$ cat src/pcq_pkg.sv
// Purpose: Shared constants and types of the pulse counter register block
// Assumes: APB slave with 32-bit data, one aligned word per register
// Notes: Offsets are byte addresses
package pcq_pkg;
   // ****************************************************
   // Register offsets
   // ****************************************************
   localparam logic [7:0] OFF_CONTROL = 8'h00;
   localparam logic [7:0] OFF_COMMAND = 8'h04;
   localparam logic [7:0] OFF_STATUS = 8'h08;
   localparam logic [7:0] OFF_COUNT = 8'h0c;
   localparam logic [7:0] OFF_RELOAD = 8'h10;
   localparam logic [7:0] OFF_RELOAD_BUF = 8'h14;
   localparam logic [7:0] OFF_FLAGS = 8'h18;
   localparam logic [7:0] OFF_FLAG_SET = 8'h1c;
   localparam logic [7:0] OFF_FLAG_CLEAR = 8'h20;
   localparam logic [7:0] OFF_IRQ_ENABLE = 8'h24;
   localparam logic [7:0] OFF_ROUTING = 8'h28;
   localparam logic [7:0] OFF_FREEZE = 8'h2c;
   localparam logic [7:0] OFF_SYNC_PENDING = 8'h30;
   // ****************************************************
   // Field positions and reset values
   // ****************************************************
   localparam int CTL_HOLD_BIT = 5;
   localparam int CMD_LOAD_RELOAD_BIT = 1;
   localparam int CMD_LOAD_COUNT_BIT = 0;
   localparam int FLAG_UNDER_BIT = 0;
   localparam int FLAG_OVER_BIT = 1;
   localparam int FLAG_DIRCHG_BIT = 2;
   localparam int SYNC_CTL_BIT = 0;
   localparam int SYNC_CMD_BIT = 1;
   localparam int SYNC_BUF_BIT = 2;
   localparam logic [15:0] RELOAD_RESET = 16'h00ff;
   localparam logic [15:0] COUNT_RESET = 16'h0000;
   localparam int FILTER_CYCLES = 5;
   localparam logic [31:0] UNMAPPED_READ = 32'h0000_0000;

   // Mode field encoding
   typedef enum logic [1:0] {
      MODE_DISABLED = 2'h0,
      MODE_OVERSAMPLED_SINGLE = 2'h1,
      MODE_PIN_CLOCKED_SINGLE = 2'h2,
      MODE_PIN_CLOCKED_QUAD = 2'h3
   } pcq_mode_type;

   // Control register fields
   typedef struct packed {
      logic domain_reset_hold;
      logic width_filter_on;
      logic falling_select;
      logic count_direction;
      pcq_mode_type mode;
   } pcq_control_type;
endpackage

$ cat src/pcq_sync.sv
// Purpose: Two-flop synchroniser for one level
// Assumes: Input is asynchronous to mclk_in
// Notes: Stage one is read only by stage two
`timescale 1ns/10ps
module pcq_sync (
   // Clock and control
   input wire logic mclk_in,
   input wire logic resetn_in,
   input wire logic ce_in,
   // Data
   input wire logic async_in,
   output logic sync_out
);
   logic stage1;
   logic next_stage1;
   logic next_sync;

   // Shift one place per enabled clock
   always_comb begin
      next_stage1 = ce_in ? async_in : stage1;
      next_sync = ce_in ? stage1 : sync_out;
   end

   // Plain registers
   always_ff @(posedge mclk_in) begin
      if (!resetn_in) begin
         stage1 <= 1'b0;
         sync_out <= 1'b0;
      end else begin
         stage1 <= next_stage1;
         sync_out <= next_sync;
      end
   end
endmodule

$ cat src/pcq_filter.sv
// Purpose: Pulse width filter for the sampled first input
// Assumes: One sample per enabled sampling tick
// Notes: Bypassed when not enabled
`timescale 1ns/10ps
module pcq_filter #(
   parameter int CYCLES = 5
) (
   // Clock and control
   input wire logic mclk_in,
   input wire logic resetn_in,
   input wire logic ce_in,
   input wire logic tick_in,
   input wire logic enable_in,
   // Data
   input wire logic level_in,
   output logic level_out
);
   logic [3:0] run;
   logic [3:0] next_run;
   logic held;
   logic next_held;

   // Accept a new level only after it stood CYCLES ticks
   always_comb begin
      next_run = run;
      next_held = held;
      if (ce_in && tick_in) begin
         if (!enable_in) begin
            next_held = level_in;
            next_run = 4'h0;
         end else if (level_in == held) begin
            next_run = 4'h0;
         end else if (run == 4'(CYCLES - 1)) begin
            next_held = level_in; // see RULE5
            next_run = 4'h0;
         end else begin
            next_run = run + 4'h1;
         end
      end
      level_out = held;
   end

   always_ff @(posedge mclk_in) begin
      if (!resetn_in) begin
         run <= 4'h0;
         held <= 1'b0;
      end else begin
         run <= next_run;
         held <= next_held;
      end
   end
endmodule

$ cat src/pcq_top.sv
// Purpose: Pulse counter with quadrature decoding behind an APB slave
// Assumes: Pins and the low-frequency tick arrive asynchronously
// Notes: Pin edges are found by sampling with mclk_in
// Operation
// RULE1 - Mode field selects off, oversampled, pin, quadrature
// RULE2 - Modes 2 and 3 count on pin edges
// RULE3 - Software picks the matching counter clock source
// RULE4 - Hold bit resets counter domain, release two edges
// RULE5 - Filter needs five stable samples, oversampled only
// RULE6 - Oversampled mode counts rising or falling edges
// RULE7 - Edge select inverts quadrature direction only
// RULE8 - Change edge select only while disabled
// RULE9 - Direction bit used in single modes only
// RULE10 - Command bit one loads buffer into reload
// RULE11 - Command strobes cross into counter domain
// RULE12 - Flag set and clear registers, flags read-only
// RULE13 - Reload read-only, buffer register read-write
// RULE14 - Software writes zeros to reserved bits
// RULE15 - Thirteen word registers decoded
// RULE16 - Control writes synchronised before affecting counting
// RULE17 - Up past reload sets overflow, count zero
// RULE18 - Down past zero sets underflow, load reload
// RULE19 - Quadrature samples second input on both edges
// RULE20 - Pin clock needs pulses before updates apply
// RULE21 - Command bit zero reloads the count
// RULE22 - Sync pending shows transfers not yet complete
//
// Implementation choice: the APB slave port.
`timescale 1ns/10ps
module pcq_top #(
   parameter int COUNT_W = 16
) (
   // Clock, reset, enable
   input wire logic mclk_in,
   input wire logic resetn_in,
   input wire logic ce_in,
   // APB slave
   input wire logic psel_in,
   input wire logic penable_in,
   input wire logic pwrite_in,
   input wire logic [7:0] paddr_in,
   input wire logic [31:0] pwdata_in,
   output logic [31:0] prdata_out,
   output logic pready_out,
   output logic pslverr_out,
   // Pins and sampling tick
   input wire logic first_input_pin_in,
   input wire logic second_input_pin_in,
   input wire logic low_freq_clock_in,
   // Status
   output logic [COUNT_W-1:0] count_value_out
);
   // ****************************************************
   // Input synchronisers
   // ****************************************************
   logic s0;
   logic s1;
   logic lfc;
   pcq_sync u_sync_s0 (.mclk_in(mclk_in), .resetn_in(resetn_in), .ce_in(ce_in),
      .async_in(first_input_pin_in), .sync_out(s0));
   pcq_sync u_sync_s1 (.mclk_in(mclk_in), .resetn_in(resetn_in), .ce_in(ce_in),
      .async_in(second_input_pin_in), .sync_out(s1));
   pcq_sync u_sync_lf (.mclk_in(mclk_in), .resetn_in(resetn_in), .ce_in(ce_in),
      .async_in(low_freq_clock_in), .sync_out(lfc));

   // ****************************************************
   // Bus-side registers
   // ****************************************************
   pcq_pkg::pcq_control_type ctl;
   pcq_pkg::pcq_control_type next_ctl;
   logic [COUNT_W-1:0] buf_reg;
   logic [COUNT_W-1:0] next_buf_reg;
   logic [2:0] ien;
   logic [2:0] next_ien;
   logic [31:0] route;
   logic [31:0] next_route;
   logic freeze;
   logic next_freeze;
   logic [1:0] cmd_pend;
   logic [1:0] next_cmd_pend;
   logic [2:0] busy;
   logic [2:0] next_busy;
   logic [2:0] set_req;
   logic [2:0] clr_req;
   logic wr;
   logic rd;

   // Write lands only at the edge that ends the transfer, so set and clear act once
   // Read data is registered in the first access cycle, ready when pready is seen
   always_comb begin
      wr = psel_in && penable_in && pready_out && pwrite_in && ce_in;
      rd = psel_in && penable_in && !pready_out && !pwrite_in && ce_in;
   end

   // ****************************************************
   // Counter domain state
   // ****************************************************
   pcq_pkg::pcq_control_type cctl;
   pcq_pkg::pcq_control_type next_cctl;
   logic [COUNT_W-1:0] cnt;
   logic [COUNT_W-1:0] next_cnt;
   logic [COUNT_W-1:0] top;
   logic [COUNT_W-1:0] next_top;
   logic [2:0] flags;
   logic [2:0] next_flags;
   logic dir;
   logic next_dir;
   logic [1:0] hold_pipe;
   logic [1:0] next_hold_pipe;
   logic dom_rst;
   logic s0_prev;
   logic next_s0_prev;
   logic s1_pos;
   logic next_s1_pos;
   logic lfc_prev;
   logic width_filter_on_prev;
   logic next_width_filter_on_prev;
   logic width_filter_on_lvl;
   logic tick;
   logic pulse;
   logic down;
   logic sample_edge;

   // Sampling tick from the slow clock rising edge
   always_comb tick = lfc && !lfc_prev;

   pcq_filter #(.CYCLES(pcq_pkg::FILTER_CYCLES)) u_filter (
      .mclk_in(mclk_in), .resetn_in(resetn_in), .ce_in(ce_in), .tick_in(tick),
      .enable_in(cctl.width_filter_on), .level_in(s0), .level_out(width_filter_on_lvl)); // see RULE5

   // Domain reset: bit held, then released after two counter edges
   always_comb begin
      next_hold_pipe = hold_pipe;
      if (ctl.domain_reset_hold) begin
         next_hold_pipe = 2'b11; // see RULE4
      end else if (sample_edge) begin
         next_hold_pipe = {hold_pipe[0], 1'b0};
      end
      dom_rst = ctl.domain_reset_hold || hold_pipe[1];
   end

   // Counter edge per mode: oversampled tick or a rising pin edge
   always_comb begin
      sample_edge = tick;
      if (cctl.mode == pcq_pkg::MODE_PIN_CLOCKED_SINGLE || cctl.mode == pcq_pkg::MODE_PIN_CLOCKED_QUAD) begin
         sample_edge = s0 && !s0_prev; // see RULE2
      end
   end

   // Pulse and direction decode
   always_comb begin
      pulse = 1'b0;
      next_dir = dir;
      next_s1_pos = s1_pos;
      down = cctl.count_direction; // see RULE9
      case (cctl.mode)
         pcq_pkg::MODE_OVERSAMPLED_SINGLE: begin
            if (tick) begin
               // Rising or falling edge of the filtered level
               pulse = cctl.falling_select ? (width_filter_on_prev && !width_filter_on_lvl) : (!width_filter_on_prev && width_filter_on_lvl); // see RULE6
            end
         end
         pcq_pkg::MODE_PIN_CLOCKED_SINGLE: begin
            pulse = s0 && !s0_prev; // see RULE7
         end
         pcq_pkg::MODE_PIN_CLOCKED_QUAD: begin
            if (s0 && !s0_prev) begin
               next_s1_pos = s1; // see RULE19
            end else if (!s0 && s0_prev) begin
               // Count only when the two samples differ
               pulse = s1_pos != s1; // see RULE19
               if (pulse) begin
                  next_dir = s1_pos ^ cctl.falling_select; // see RULE7
               end
            end
            down = next_dir;
         end
         default: begin
            pulse = 1'b0; // see RULE1
         end
      endcase
   end

   // Count, reload, flags and synchronised control
   always_comb begin
      next_cctl = ctl; // see RULE16
      next_cnt = cnt;
      next_top = top;
      next_flags = (flags | set_req) & ~clr_req; // see RULE12
      next_cmd_pend = cmd_pend;
      next_busy = busy;
      next_width_filter_on_prev = tick ? width_filter_on_lvl : width_filter_on_prev;
      next_s0_prev = s0;
      if (pulse) begin
         if (!down) begin
            if (cnt == top) begin
               next_cnt = '0; // see RULE17
               next_flags[pcq_pkg::FLAG_OVER_BIT] = 1'b1;
            end else begin
               next_cnt = cnt + 1'b1;
            end
         end else if (cnt == '0) begin
            next_cnt = top; // see RULE18
            next_flags[pcq_pkg::FLAG_UNDER_BIT] = 1'b1;
         end else begin
            next_cnt = cnt - 1'b1;
         end
      end
      if (cctl.mode == pcq_pkg::MODE_PIN_CLOCKED_QUAD && next_dir != dir) begin
         next_flags[pcq_pkg::FLAG_DIRCHG_BIT] = 1'b1;
      end
      // Strobes take effect on the next counter edge, or on the next clock while disabled
      if (sample_edge || cctl.mode == pcq_pkg::MODE_DISABLED) begin
         if (cmd_pend[pcq_pkg::CMD_LOAD_RELOAD_BIT]) begin
            next_top = buf_reg; // see RULE10
         end
         if (cmd_pend[pcq_pkg::CMD_LOAD_COUNT_BIT]) begin
            next_cnt = pcq_pkg::COUNT_RESET; // see RULE21
         end
         next_cmd_pend = 2'b00; // see RULE11
         next_busy = 3'b000; // see RULE22
      end
      if (wr && paddr_in == pcq_pkg::OFF_COMMAND) begin
         next_cmd_pend = cmd_pend | pwdata_in[1:0]; // see RULE11
         next_busy[pcq_pkg::SYNC_CMD_BIT] = |pwdata_in[1:0];
      end
      if (wr && paddr_in == pcq_pkg::OFF_CONTROL) begin
         next_busy[pcq_pkg::SYNC_CTL_BIT] = 1'b1; // see RULE22
      end
      if (wr && paddr_in == pcq_pkg::OFF_RELOAD_BUF) begin
         next_busy[pcq_pkg::SYNC_BUF_BIT] = 1'b1;
      end
   end

   // ****************************************************
   // Register writes
   // ****************************************************
   always_comb begin
      next_ctl = ctl;
      next_buf_reg = buf_reg;
      next_ien = ien;
      next_route = route;
      next_freeze = freeze;
      set_req = 3'b000;
      clr_req = 3'b000;
      if (wr) begin
         case (paddr_in)
            pcq_pkg::OFF_CONTROL: next_ctl = pcq_pkg::pcq_control_type'(pwdata_in[5:0]); // see RULE15
            pcq_pkg::OFF_RELOAD_BUF: next_buf_reg = pwdata_in[COUNT_W-1:0]; // see RULE13
            pcq_pkg::OFF_FLAG_SET: set_req = pwdata_in[2:0]; // see RULE12
            pcq_pkg::OFF_FLAG_CLEAR: clr_req = pwdata_in[2:0]; // see RULE12
            pcq_pkg::OFF_IRQ_ENABLE: next_ien = pwdata_in[2:0];
            pcq_pkg::OFF_ROUTING: next_route = pwdata_in;
            pcq_pkg::OFF_FREEZE: next_freeze = pwdata_in[0];
            default: next_ctl = ctl;
         endcase
      end
   end

   // Read mux, sampled in the first access cycle
   logic [31:0] next_rdata;
   always_comb begin
      case (paddr_in)
         pcq_pkg::OFF_CONTROL: next_rdata = {26'h0, ctl};
         pcq_pkg::OFF_STATUS: next_rdata = {31'h0, dir};
         pcq_pkg::OFF_COUNT: next_rdata = 32'(cnt);
         pcq_pkg::OFF_RELOAD: next_rdata = 32'(top); // see RULE13
         pcq_pkg::OFF_RELOAD_BUF: next_rdata = 32'(buf_reg);
         pcq_pkg::OFF_FLAGS: next_rdata = {29'h0, flags};
         pcq_pkg::OFF_IRQ_ENABLE: next_rdata = {29'h0, ien};
         pcq_pkg::OFF_ROUTING: next_rdata = route;
         pcq_pkg::OFF_FREEZE: next_rdata = {31'h0, freeze};
         pcq_pkg::OFF_SYNC_PENDING: next_rdata = {29'h0, busy}; // see RULE22
         default: next_rdata = pcq_pkg::UNMAPPED_READ;
      endcase
   end

   // ****************************************************
   // Registers
   // ****************************************************
   // Domain reset wins over everything in the counter state
   always_ff @(posedge mclk_in) begin
      if (!resetn_in) begin
         ctl <= '0;
         buf_reg <= pcq_pkg::RELOAD_RESET;
         ien <= 3'h0;
         route <= 32'h0000_0000;
         freeze <= 1'b0;
         hold_pipe <= 2'b00;
         lfc_prev <= 1'b0;
         prdata_out <= 32'h0000_0000;
         pready_out <= 1'b0;
         pslverr_out <= 1'b0;
         count_value_out <= '0;
         cmd_pend <= 2'b00;
         busy <= 3'b000;
      end else if (ce_in) begin
         ctl <= next_ctl;
         buf_reg <= next_buf_reg;
         ien <= next_ien;
         route <= next_route;
         freeze <= next_freeze;
         hold_pipe <= next_hold_pipe;
         lfc_prev <= lfc;
         prdata_out <= rd ? next_rdata : prdata_out;
         pready_out <= psel_in && penable_in && !pready_out;
         pslverr_out <= 1'b0;
         count_value_out <= next_cnt;
         cmd_pend <= next_cmd_pend;
         busy <= next_busy;
      end
   end

   always_ff @(posedge mclk_in) begin
      if (!resetn_in || (ce_in && dom_rst)) begin
         cctl <= '0; // see RULE4
         cnt <= pcq_pkg::COUNT_RESET;
         top <= pcq_pkg::RELOAD_RESET;
         flags <= 3'h0;
         dir <= 1'b0;
         s0_prev <= 1'b0;
         s1_pos <= 1'b0;
         width_filter_on_prev <= 1'b0;
      end else if (ce_in) begin
         cctl <= next_cctl;
         cnt <= next_cnt;
         top <= next_top;
         flags <= next_flags;
         dir <= next_dir;
         s0_prev <= next_s0_prev;
         s1_pos <= next_s1_pos;
         width_filter_on_prev <= next_width_filter_on_prev;
      end
   end

   // ****************************************************
   // Assertions
   // ****************************************************
   property p_overflow;
      @(posedge mclk_in) disable iff (!resetn_in || dom_rst)
      (ce_in && pulse && !down && cnt == top) |=> (cnt == '0 && flags[pcq_pkg::FLAG_OVER_BIT]);
   endproperty
   a_overflow: assert property (p_overflow) else $error("overflow not taken"); // see RULE17

   property p_underflow;
      @(posedge mclk_in) disable iff (!resetn_in || dom_rst)
      (ce_in && pulse && down && cnt == '0 && !(sample_edge && cmd_pend[pcq_pkg::CMD_LOAD_COUNT_BIT]))
         |=> (cnt == $past(top) && flags[pcq_pkg::FLAG_UNDER_BIT]);
   endproperty
   a_underflow: assert property (p_underflow) else $error("underflow not taken"); // see RULE18

   property p_hold;
      @(posedge mclk_in) disable iff (!resetn_in)
      (ce_in && ctl.domain_reset_hold) |=> (cnt == pcq_pkg::COUNT_RESET && top == pcq_pkg::RELOAD_RESET);
   endproperty
   a_hold: assert property (p_hold) else $error("domain not held in reset"); // see RULE4

   property p_disabled;
      @(posedge mclk_in) disable iff (!resetn_in)
      (cctl.mode == pcq_pkg::MODE_DISABLED) |-> !pulse;
   endproperty
   a_disabled: assert property (p_disabled) else $error("pulse while disabled"); // see RULE1

   property p_flag_set;
      @(posedge mclk_in) disable iff (!resetn_in || dom_rst)
      (ce_in && wr && paddr_in == pcq_pkg::OFF_FLAG_SET && pwdata_in[0]) |=> flags[0];
   endproperty
   a_flag_set: assert property (p_flag_set) else $error("flag set ignored"); // see RULE12

   property p_reload_load;
      @(posedge mclk_in) disable iff (!resetn_in || dom_rst)
      (ce_in && cmd_pend[1] && cctl.mode == pcq_pkg::MODE_DISABLED) |=> (top == $past(buf_reg));
   endproperty
   a_reload_load: assert property (p_reload_load) else $error("reload not loaded"); // see RULE10

   property p_count_load;
      @(posedge mclk_in) disable iff (!resetn_in || dom_rst)
      (ce_in && cmd_pend[0] && cctl.mode == pcq_pkg::MODE_DISABLED) |=> (cnt == pcq_pkg::COUNT_RESET);
   endproperty
   a_count_load: assert property (p_count_load) else $error("count not loaded"); // see RULE21

   property p_busy;
      @(posedge mclk_in) disable iff (!resetn_in)
      (ce_in && wr && paddr_in == pcq_pkg::OFF_CONTROL) |=> busy[pcq_pkg::SYNC_CTL_BIT];
   endproperty
   a_busy: assert property (p_busy) else $error("sync pending not raised"); // see RULE22

   property p_ctl_sync;
      @(posedge mclk_in) disable iff (!resetn_in || dom_rst)
      (ce_in && !dom_rst) ##1 ce_in |-> cctl == $past(ctl);
   endproperty
   a_ctl_sync: assert property (p_ctl_sync) else $error("control not carried"); // see RULE16
endmodule

$ cat config.mk
export PLATFORM = sky130hd
export DESIGN_NAME = pcq_top
export DESIGN_NICKNAME = d
export VERILOG_FILES = /design/src/pcq_pkg.sv /design/src/pcq_sync.sv /design/src/pcq_filter.sv /design/src/pcq_top.sv
export SDC_FILE = /design/constraint.sdc
export NUM_CORES = 1
export LEC_CHECK = 0
export BUFFER_PORTS_ARGS = -buffer_cell sky130_fd_sc_hd__clkbuf_2
export CORE_ASPECT_RATIO = 0.8
export CORE_UTILIZATION = 40
export DETAILED_ROUTE_END_ITERATION = 16
export GPL_TIMING_DRIVEN = 0
export PLACE_DENSITY_LB_ADDON = 0.25
export SLEW_MARGIN = 10
export SYNTH_ARGS = -nofsm -noshare
export SYNTH_HDL_FRONTEND = slang
export SYNTH_HIERARCHICAL = 1
export SYNTH_SLANG_ARGS = --single-unit
$ cat constraint.sdc
create_clock -name mclk_in -period 2.5 [get_ports mclk_in]
set_input_delay 0 -clock mclk_in [delete_from_list [all_inputs] [get_ports mclk_in]]
set_output_delay 0 -clock mclk_in [all_outputs]
set_load 0.02 [all_outputs]
Yosys cells after proc, flatten, opt, wreduce, memory -nomap -nowiden
Cells that the tools add are included.
- register bits after elaboration: 170
- output and inout bits: 50
- word-level logic and storage cells: 161
- add/sub/neg operators: 3
- equal/unequal tests: 22
- multiplexer cells: 42
- bitwise operators: 5
- reductions and logical operators: 52
- operators with widths (kind ; count):
    32-bit one-hot mux with 10 select lines ; 1
    16-bit two-way mux ; 6
    8-bit by 6-bit == test with 1-bit output (second input constant) ; 5
    8-bit by 5-bit == test with 1-bit output (second input constant) ; 4
    3-bit AND reduction ; 8
    1-bit two-way mux ; 21
    1-bit logical AND ; 18
    16-bit by 1-bit adder with 16-bit output (second input constant) ; 1
    16-bit == test ; 1
    8-bit by 4-bit == test with 1-bit output (second input constant) ; 2
    16-bit zero test ; 1
    16-bit by 1-bit subtractor with 16-bit output (second input constant) ; 1
    3-bit two-way mux ; 5
    4-bit two-way mux ; 3
    2-bit AND reduction ; 6
    2-bit two-way mux ; 5
    8-bit by 3-bit == test with 1-bit output (second input constant) ; 1
    1-bit zero test ; 8
    8-bit zero test ; 1
    2-bit nonzero test ; 4
    4-bit by 1-bit adder with 4-bit output (second input constant) ; 1
    2-bit == test (second input constant) ; 2
    4-bit by 3-bit == test with 1-bit output (second input constant) ; 1
    1-bit logical OR ; 4
    13 further kinds ; 14

Longest topological paths before layout
- depth after elaboration: 10
- depth in mapped cells: 11
- gate-level depth less buffers: 9

Cells and area by module
Netlist, hierarchy kept.
- modules (own cells, without submodules) (module ; instances ; cells each ; area each (um^2) ; sequential area each (um^2)):
    pcq_top ; 1 ; 950 ; 7753.7 ; 3183.1
    pcq_filter ; 1 ; 33 ; 281.5 ; 100.1
    pcq_sync ; 3 ; 6 ; 72.6 ; 40.0

Worst setup path after synthesis
OpenSTA, ideal clock, no wires.
- path type: register to register
- start point: register cnt[0]
- end point: register cnt[8]
- library setup time: 0.117 ns
- arrival: 2.398 ns
- required time: 2.383 ns
- slack: -0.015 ns
- cell stages (with the launch flop): 12
- clock period less this slack: 2.515 ns
- cell sequence: dfxtp_1 clkbuf_1 inv_1 ha_1 nor4b_2 nand2_1 or4b_4 buf_6 nor2_2 nor3_1 a221o_1 a22o_1
- cells in the longest elaborated chain, start to end: 6
- ends and longest elaborated chain (what ; RTL line ; text):
    start: declaration ; pcq_top.sv:100 ; logic [COUNT_W-1:0] cnt;
    start signal: assignment ; pcq_top.sv:317 ; cnt <= pcq_pkg::COUNT_RESET;
    start signal: assignment ; pcq_top.sv:326 ; cnt <= next_cnt;
    16-bit by 1-bit adder with 16-bit output (tied with other cells) ; pcq_top.sv:200 ; next_cnt = cnt + 1'b1;
    16-bit two-way mux (on tied branches) ; pcq_top.sv:196, pcq_top.sv:202 ;
    16-bit two-way mux (*) ; pcq_top.sv:195 ; if (!down) begin
    16-bit two-way mux (*) ; pcq_top.sv:194 ; if (pulse) begin
    16-bit two-way mux ; pcq_top.sv:217 ; if (cmd_pend[pcq_pkg::CMD_LOAD_COUNT_BIT]) begin
    16-bit two-way mux (*) ; pcq_top.sv:213 ; if (sample_edge || cctl.mode == pcq_pkg::MODE_DISABLED) begin
Every way passes the cells marked *; elsewhere a longest branch is shown, timed or not.
A chain may end at the register's enable or synchronous reset.

Worst setup path after layout
- start point: register cnt[4]
- end point: register cnt[8]
The elaborated chain is that of the path after synthesis.

==> tab_implementation.tex <==
\begin{tabular}{lr}
\hline
Metric & Value \\
\hline
\multicolumn{2}{l}{\textbf{Pwr}} \\
Leak Pwr & 4.07 nW \\
Power consumption & 5.63 mW \\
Max IR drop VDD & 0.400 mV \\
Power Dens Cells & 544 nW/µm² \\
\multicolumn{2}{l}{\textbf{Run}} \\
Max capacitance violation total & 0 \\
\multicolumn{2}{l}{\textbf{Floorplanning}} \\
Placeable Area & 20000 µm² \\
Initial standard-cell utilization of the core & 41.2\% \\
Die Wd & 163 µm \\
I/O pin count & 99 \\
Floorplan die height & 130 µm \\
Die area & 21200 µm² \\
Number of standard-cell rows in the floorplan & 46 \\
\multicolumn{2}{l}{\textbf{Finish}} \\
Final nets & 1220 \\
Most common cell after layout, fill and taps aside & sky130\_fd\_sc\_hd\_\_nand2\_1 \\
Fraction of final layout cells with drive strength greater than 1 & 17.1\% \\
Sequential cell area & 3420 µm² \\
Number of standard cells in the layout, taps in and fillers out & 1439 \\
\# fillers & 1938 \\
Leading cell types in the layout, fill and taps excluded & 195 x sky130\_fd\_sc\_hd\_\_nand2\_1, 162 x sky130\_fd\_sc\_hd\_\_dfxtp\_1, 102 x sky130\_fd\_sc\_hd\_\_clkbuf\_2 \\
Area growth from synthesis to layout & 25.3\% \\
Total area of multi-input combinational cells & 4670 µm² \\
Number of inserted diodes & 0 \\
Area of all placed cells without fillers & 10300 µm² \\
Final core occ & 51.6\% \\
Registers with the most flip-flops & prdata\_out (32), route (32) \\
\multicolumn{2}{l}{\textbf{Worst setup path}} \\
Data required time of the critical path & 2830 ps \\
Critical Path Fanout Max & 5 \\
Startpoint class of the critical path & flip-flop \\
Worst Setup End Kind & flip-flop \\
Crit Reg-Reg Startpoint & cnt[4] \\
Critical path class & reg2reg \\
Timing startpoint of the critical path & cnt[4] \\
Critical path data arrival time & 2810 ps \\
\multicolumn{2}{l}{\textbf{Synth}} \\
Post-Syn Instances & 1001 \\
Mean instance size in the synthesized netlist & 8.24 µm² \\
EDFF count, synth & 0 \\
Mux share of post-synthesis cell area & 3.90\% \\
Post-synthesis share of cell area spent on full adders, half adders and majority gates & 0.758\% \\
Compound-cell area share of the yosys netlist & 21.8\% \\
Cell Area, Synth & 8250 µm² \\
Synthesized-area fraction occupied by xor and xnor cells & 3.93\% \\
Fraction of registers with async set/reset & 0\% \\
Part of the Yosys area used for sequential elements & 41.2\% \\
Count of warnings emitted by yosys & 6 \\
Post-synthesis net count & 1055 \\
Post-synthesis share of cell area spent on and, or, nand and nor gates & 23.9\% \\
Unique masters post-synth & 71 \\
Main synth FF type & sky130\_fd\_sc\_hd\_\_dfxtp\_1 \\
Yosys reg bits & 170 \\
Dominant combinational cell family by area after synthesis & simple AND/OR/NAND/NOR gates \\
\multicolumn{2}{l}{\textbf{Drt}} \\
Detailed Route WL & 26.9 mm \\
Detailed-route via count & 8162 \\
Total DRC errors in the routed layout & 0 \\
Vias/cell & 5.67 \\
Length of the first detailed-routing pass in iterations & 7 \\
Average wire length per cell after detail routing & 18.7 µm \\
Drt initial violations & 861 \\
Antenna-violating nets left & 0 \\
\multicolumn{2}{l}{\textbf{Clocking}} \\
Number of clock buffers inserted by TritonCTS & 17 \\
CTS clk-pin slew, worst paths & 60 ps \\
Latest clock arrival within the worst-skew pair & 440 ps \\
Clock Tree Root & sky130\_fd\_sc\_hd\_\_clkbuf\_16 \\
TritonCTS clock tree & done \\
Clock Tree Buf Depth & 2 \\
Sinks on Clock Net & 170 \\
CTS H-tree depth & 4 \\
\multicolumn{2}{l}{\textbf{Global route}} \\
Antenna violations before repair & 1 \\
Maximum number of pins on one net before global-route repair & 17 \\
Vias in the first global route & 7423 \\
Overflow left after global routing & 0 \\
Overall global routing resource usage & 25.6\% \\
Global-route wire length before repair & 41.6 mm \\
\multicolumn{2}{l}{\textbf{Placement}} \\
DP Cell Count & 1361 \\
HPWL Detailed & 19.3 mm \\
Final estimated routing congestion in global placement & 0.963 \\
Buffers added on ports & 95 \\
Placed cell areas & 9080 µm² \\
Post-Place Setup Slack & -864 ps \\
\multicolumn{2}{l}{\textbf{Timing}} \\
Actual slew at the worst max-slew pin & 811 ps \\
Max-slew headroom & 45.9\% \\
RSZ-0062 raised after global routing & yes \\
Endpoints failing hold & 0 \\
Worst setup slack after layout & 24.9 ps \\
Period utilisation layout & 99.0\% \\
Slew Viols, Final & 0 \\
Total negative slack & 0 ps \\
Fin Hold WS & 28.8 ps \\
Fin crit period & 2480 ps \\
Final-report setup violation count & 0 \\
Clock skew & 11.3 ps \\
Peak Freq & 0.404 GHz \\
\multicolumn{2}{l}{\textbf{Outcome}} \\
Status & completed \\
\multicolumn{2}{l}{\textbf{Min path}} \\
Hold Startpoint & penable\_in \\
Class of the tightest hold or removal check & in2reg \\
\hline
\end{tabular}
power breakdown:
group | internal [mW] | switching, mW | leakage [nW]
Sequential | 2.72 | 0.0112 | 1.38
Clock | 1.47 | 1.11 | 0.264
Combinational | 0.132 | 0.188 | 2.43
Total | 4.32 | 1.30 | 4.07
synthesized netlist by cell type, types with 4 or more instances:
cell type	number	area, µm²
sky130_fd_sc_hd__nor4b_1	4	35.0
sky130_fd_sc_hd__clkbuf_1	59	221
sky130_fd_sc_hd__dfxtp_1	170	3400
sky130_fd_sc_hd__and4_1	4	35.0
sky130_fd_sc_hd__nor4_1	10	62.6
sky130_fd_sc_hd__inv_1	10	37.5
sky130_fd_sc_hd__xor2_1	13	114
sky130_fd_sc_hd__nor2b_1	44	275
sky130_fd_sc_hd__nand2b_1	5	31.3
sky130_fd_sc_hd__a21boi_0	47	353
sky130_fd_sc_hd__nand3_1	37	185
sky130_fd_sc_hd__a211oi_1	5	37.5
sky130_fd_sc_hd__a222oi_1	7	70.1
sky130_fd_sc_hd__a21oi_1	40	200
sky130_fd_sc_hd__and2_1	9	56.3
sky130_fd_sc_hd__o21ai_0	47	235
sky130_fd_sc_hd__a22o_1	21	184
sky130_fd_sc_hd__nor2_1	49	184
sky130_fd_sc_hd__nand3b_1	5	37.5
sky130_fd_sc_hd__nand2_1	197	739
sky130_fd_sc_hd__ha_1	5	62.6
sky130_fd_sc_hd__a221oi_1	4	35.0
sky130_fd_sc_hd__nand4_1	9	56.3
sky130_fd_sc_hd__o211a_1	7	70.1
sky130_fd_sc_hd__buf_2	8	40.0
sky130_fd_sc_hd__mux2i_1	31	310
sky130_fd_sc_hd__nor3_1	13	65.1
sky130_fd_sc_hd__a22oi_1	35	263
sky130_fd_sc_hd__a31oi_1	7	43.8
sky130_fd_sc_hd__xnor2_1	24	210
sky130_fd_sc_hd__and3_1	10	62.6
final cells by class:
cell class / instances / area share [%]
repair buffers: 150 / 9.70
flip-flops and latches: 170 / 33.1
clock buffers: 20 / 4.32
well taps: 264 / 3.19
multi-input cells: 744 / 45.1
inverters: 10 / 0.436
clock inverters: 8 / 0.956
plain buffers: 73 / 3.22
metal layers:
metal  vias up  wire length (µm)  global-route usage (%)
met3        37              2250                    5.43
met2       356             11500                    37.8
met5         -                 0                       0
met1      3905             12800                    37.4
li1       3864                 -                       -
met4         0               395                    6.87
cells by family (layout without fill, tap and decap cells):
family                   count (synthesis)  in the layout
XOR/XNOR                                37             37
other                                    1              1
flip-flops                             170            170
AO/OA/AOI/OAI                          256            256
buffers and inverters                   87            261
adder cells (fa/ha/maj)                  5              5
multiplexers                            32             32
AND/OR/NAND/NOR                        413            413
final timing paths:
kind,depth (start not counted),endpoint,slack [ps]
setup / recovery,8,cnt[8],20
hold / removal,5,pready_out,30
setup reg to reg,8,cnt[8],20
hold reg to reg,1,count_value_out[4],450
critical path, stage by stage, from the launching register on:
cell and delay, ps:
sky130_fd_sc_hd__dfxtp_1 370, sky130_fd_sc_hd__or4_4 530, sky130_fd_sc_hd__nor3_4 140, sky130_fd_sc_hd__or4b_4 550
sky130_fd_sc_hd__buf_8 170, sky130_fd_sc_hd__nor2_4 70, sky130_fd_sc_hd__nor3_2 50, sky130_fd_sc_hd__a221o_1 290
sky130_fd_sc_hd__a22o_1 190
timing repair:
item / CTS / global route
gates resized for setup: 35 / 35
pin swaps: 8 / 7
hold buffers: 38 / 0
cloned: 1 / 0
endpoints found under the setup margin: 34 / 42
setup buffers: 8 / 7
endpoints found under the hold margin: 65 / 0
(Power assumes the default switching activity.)
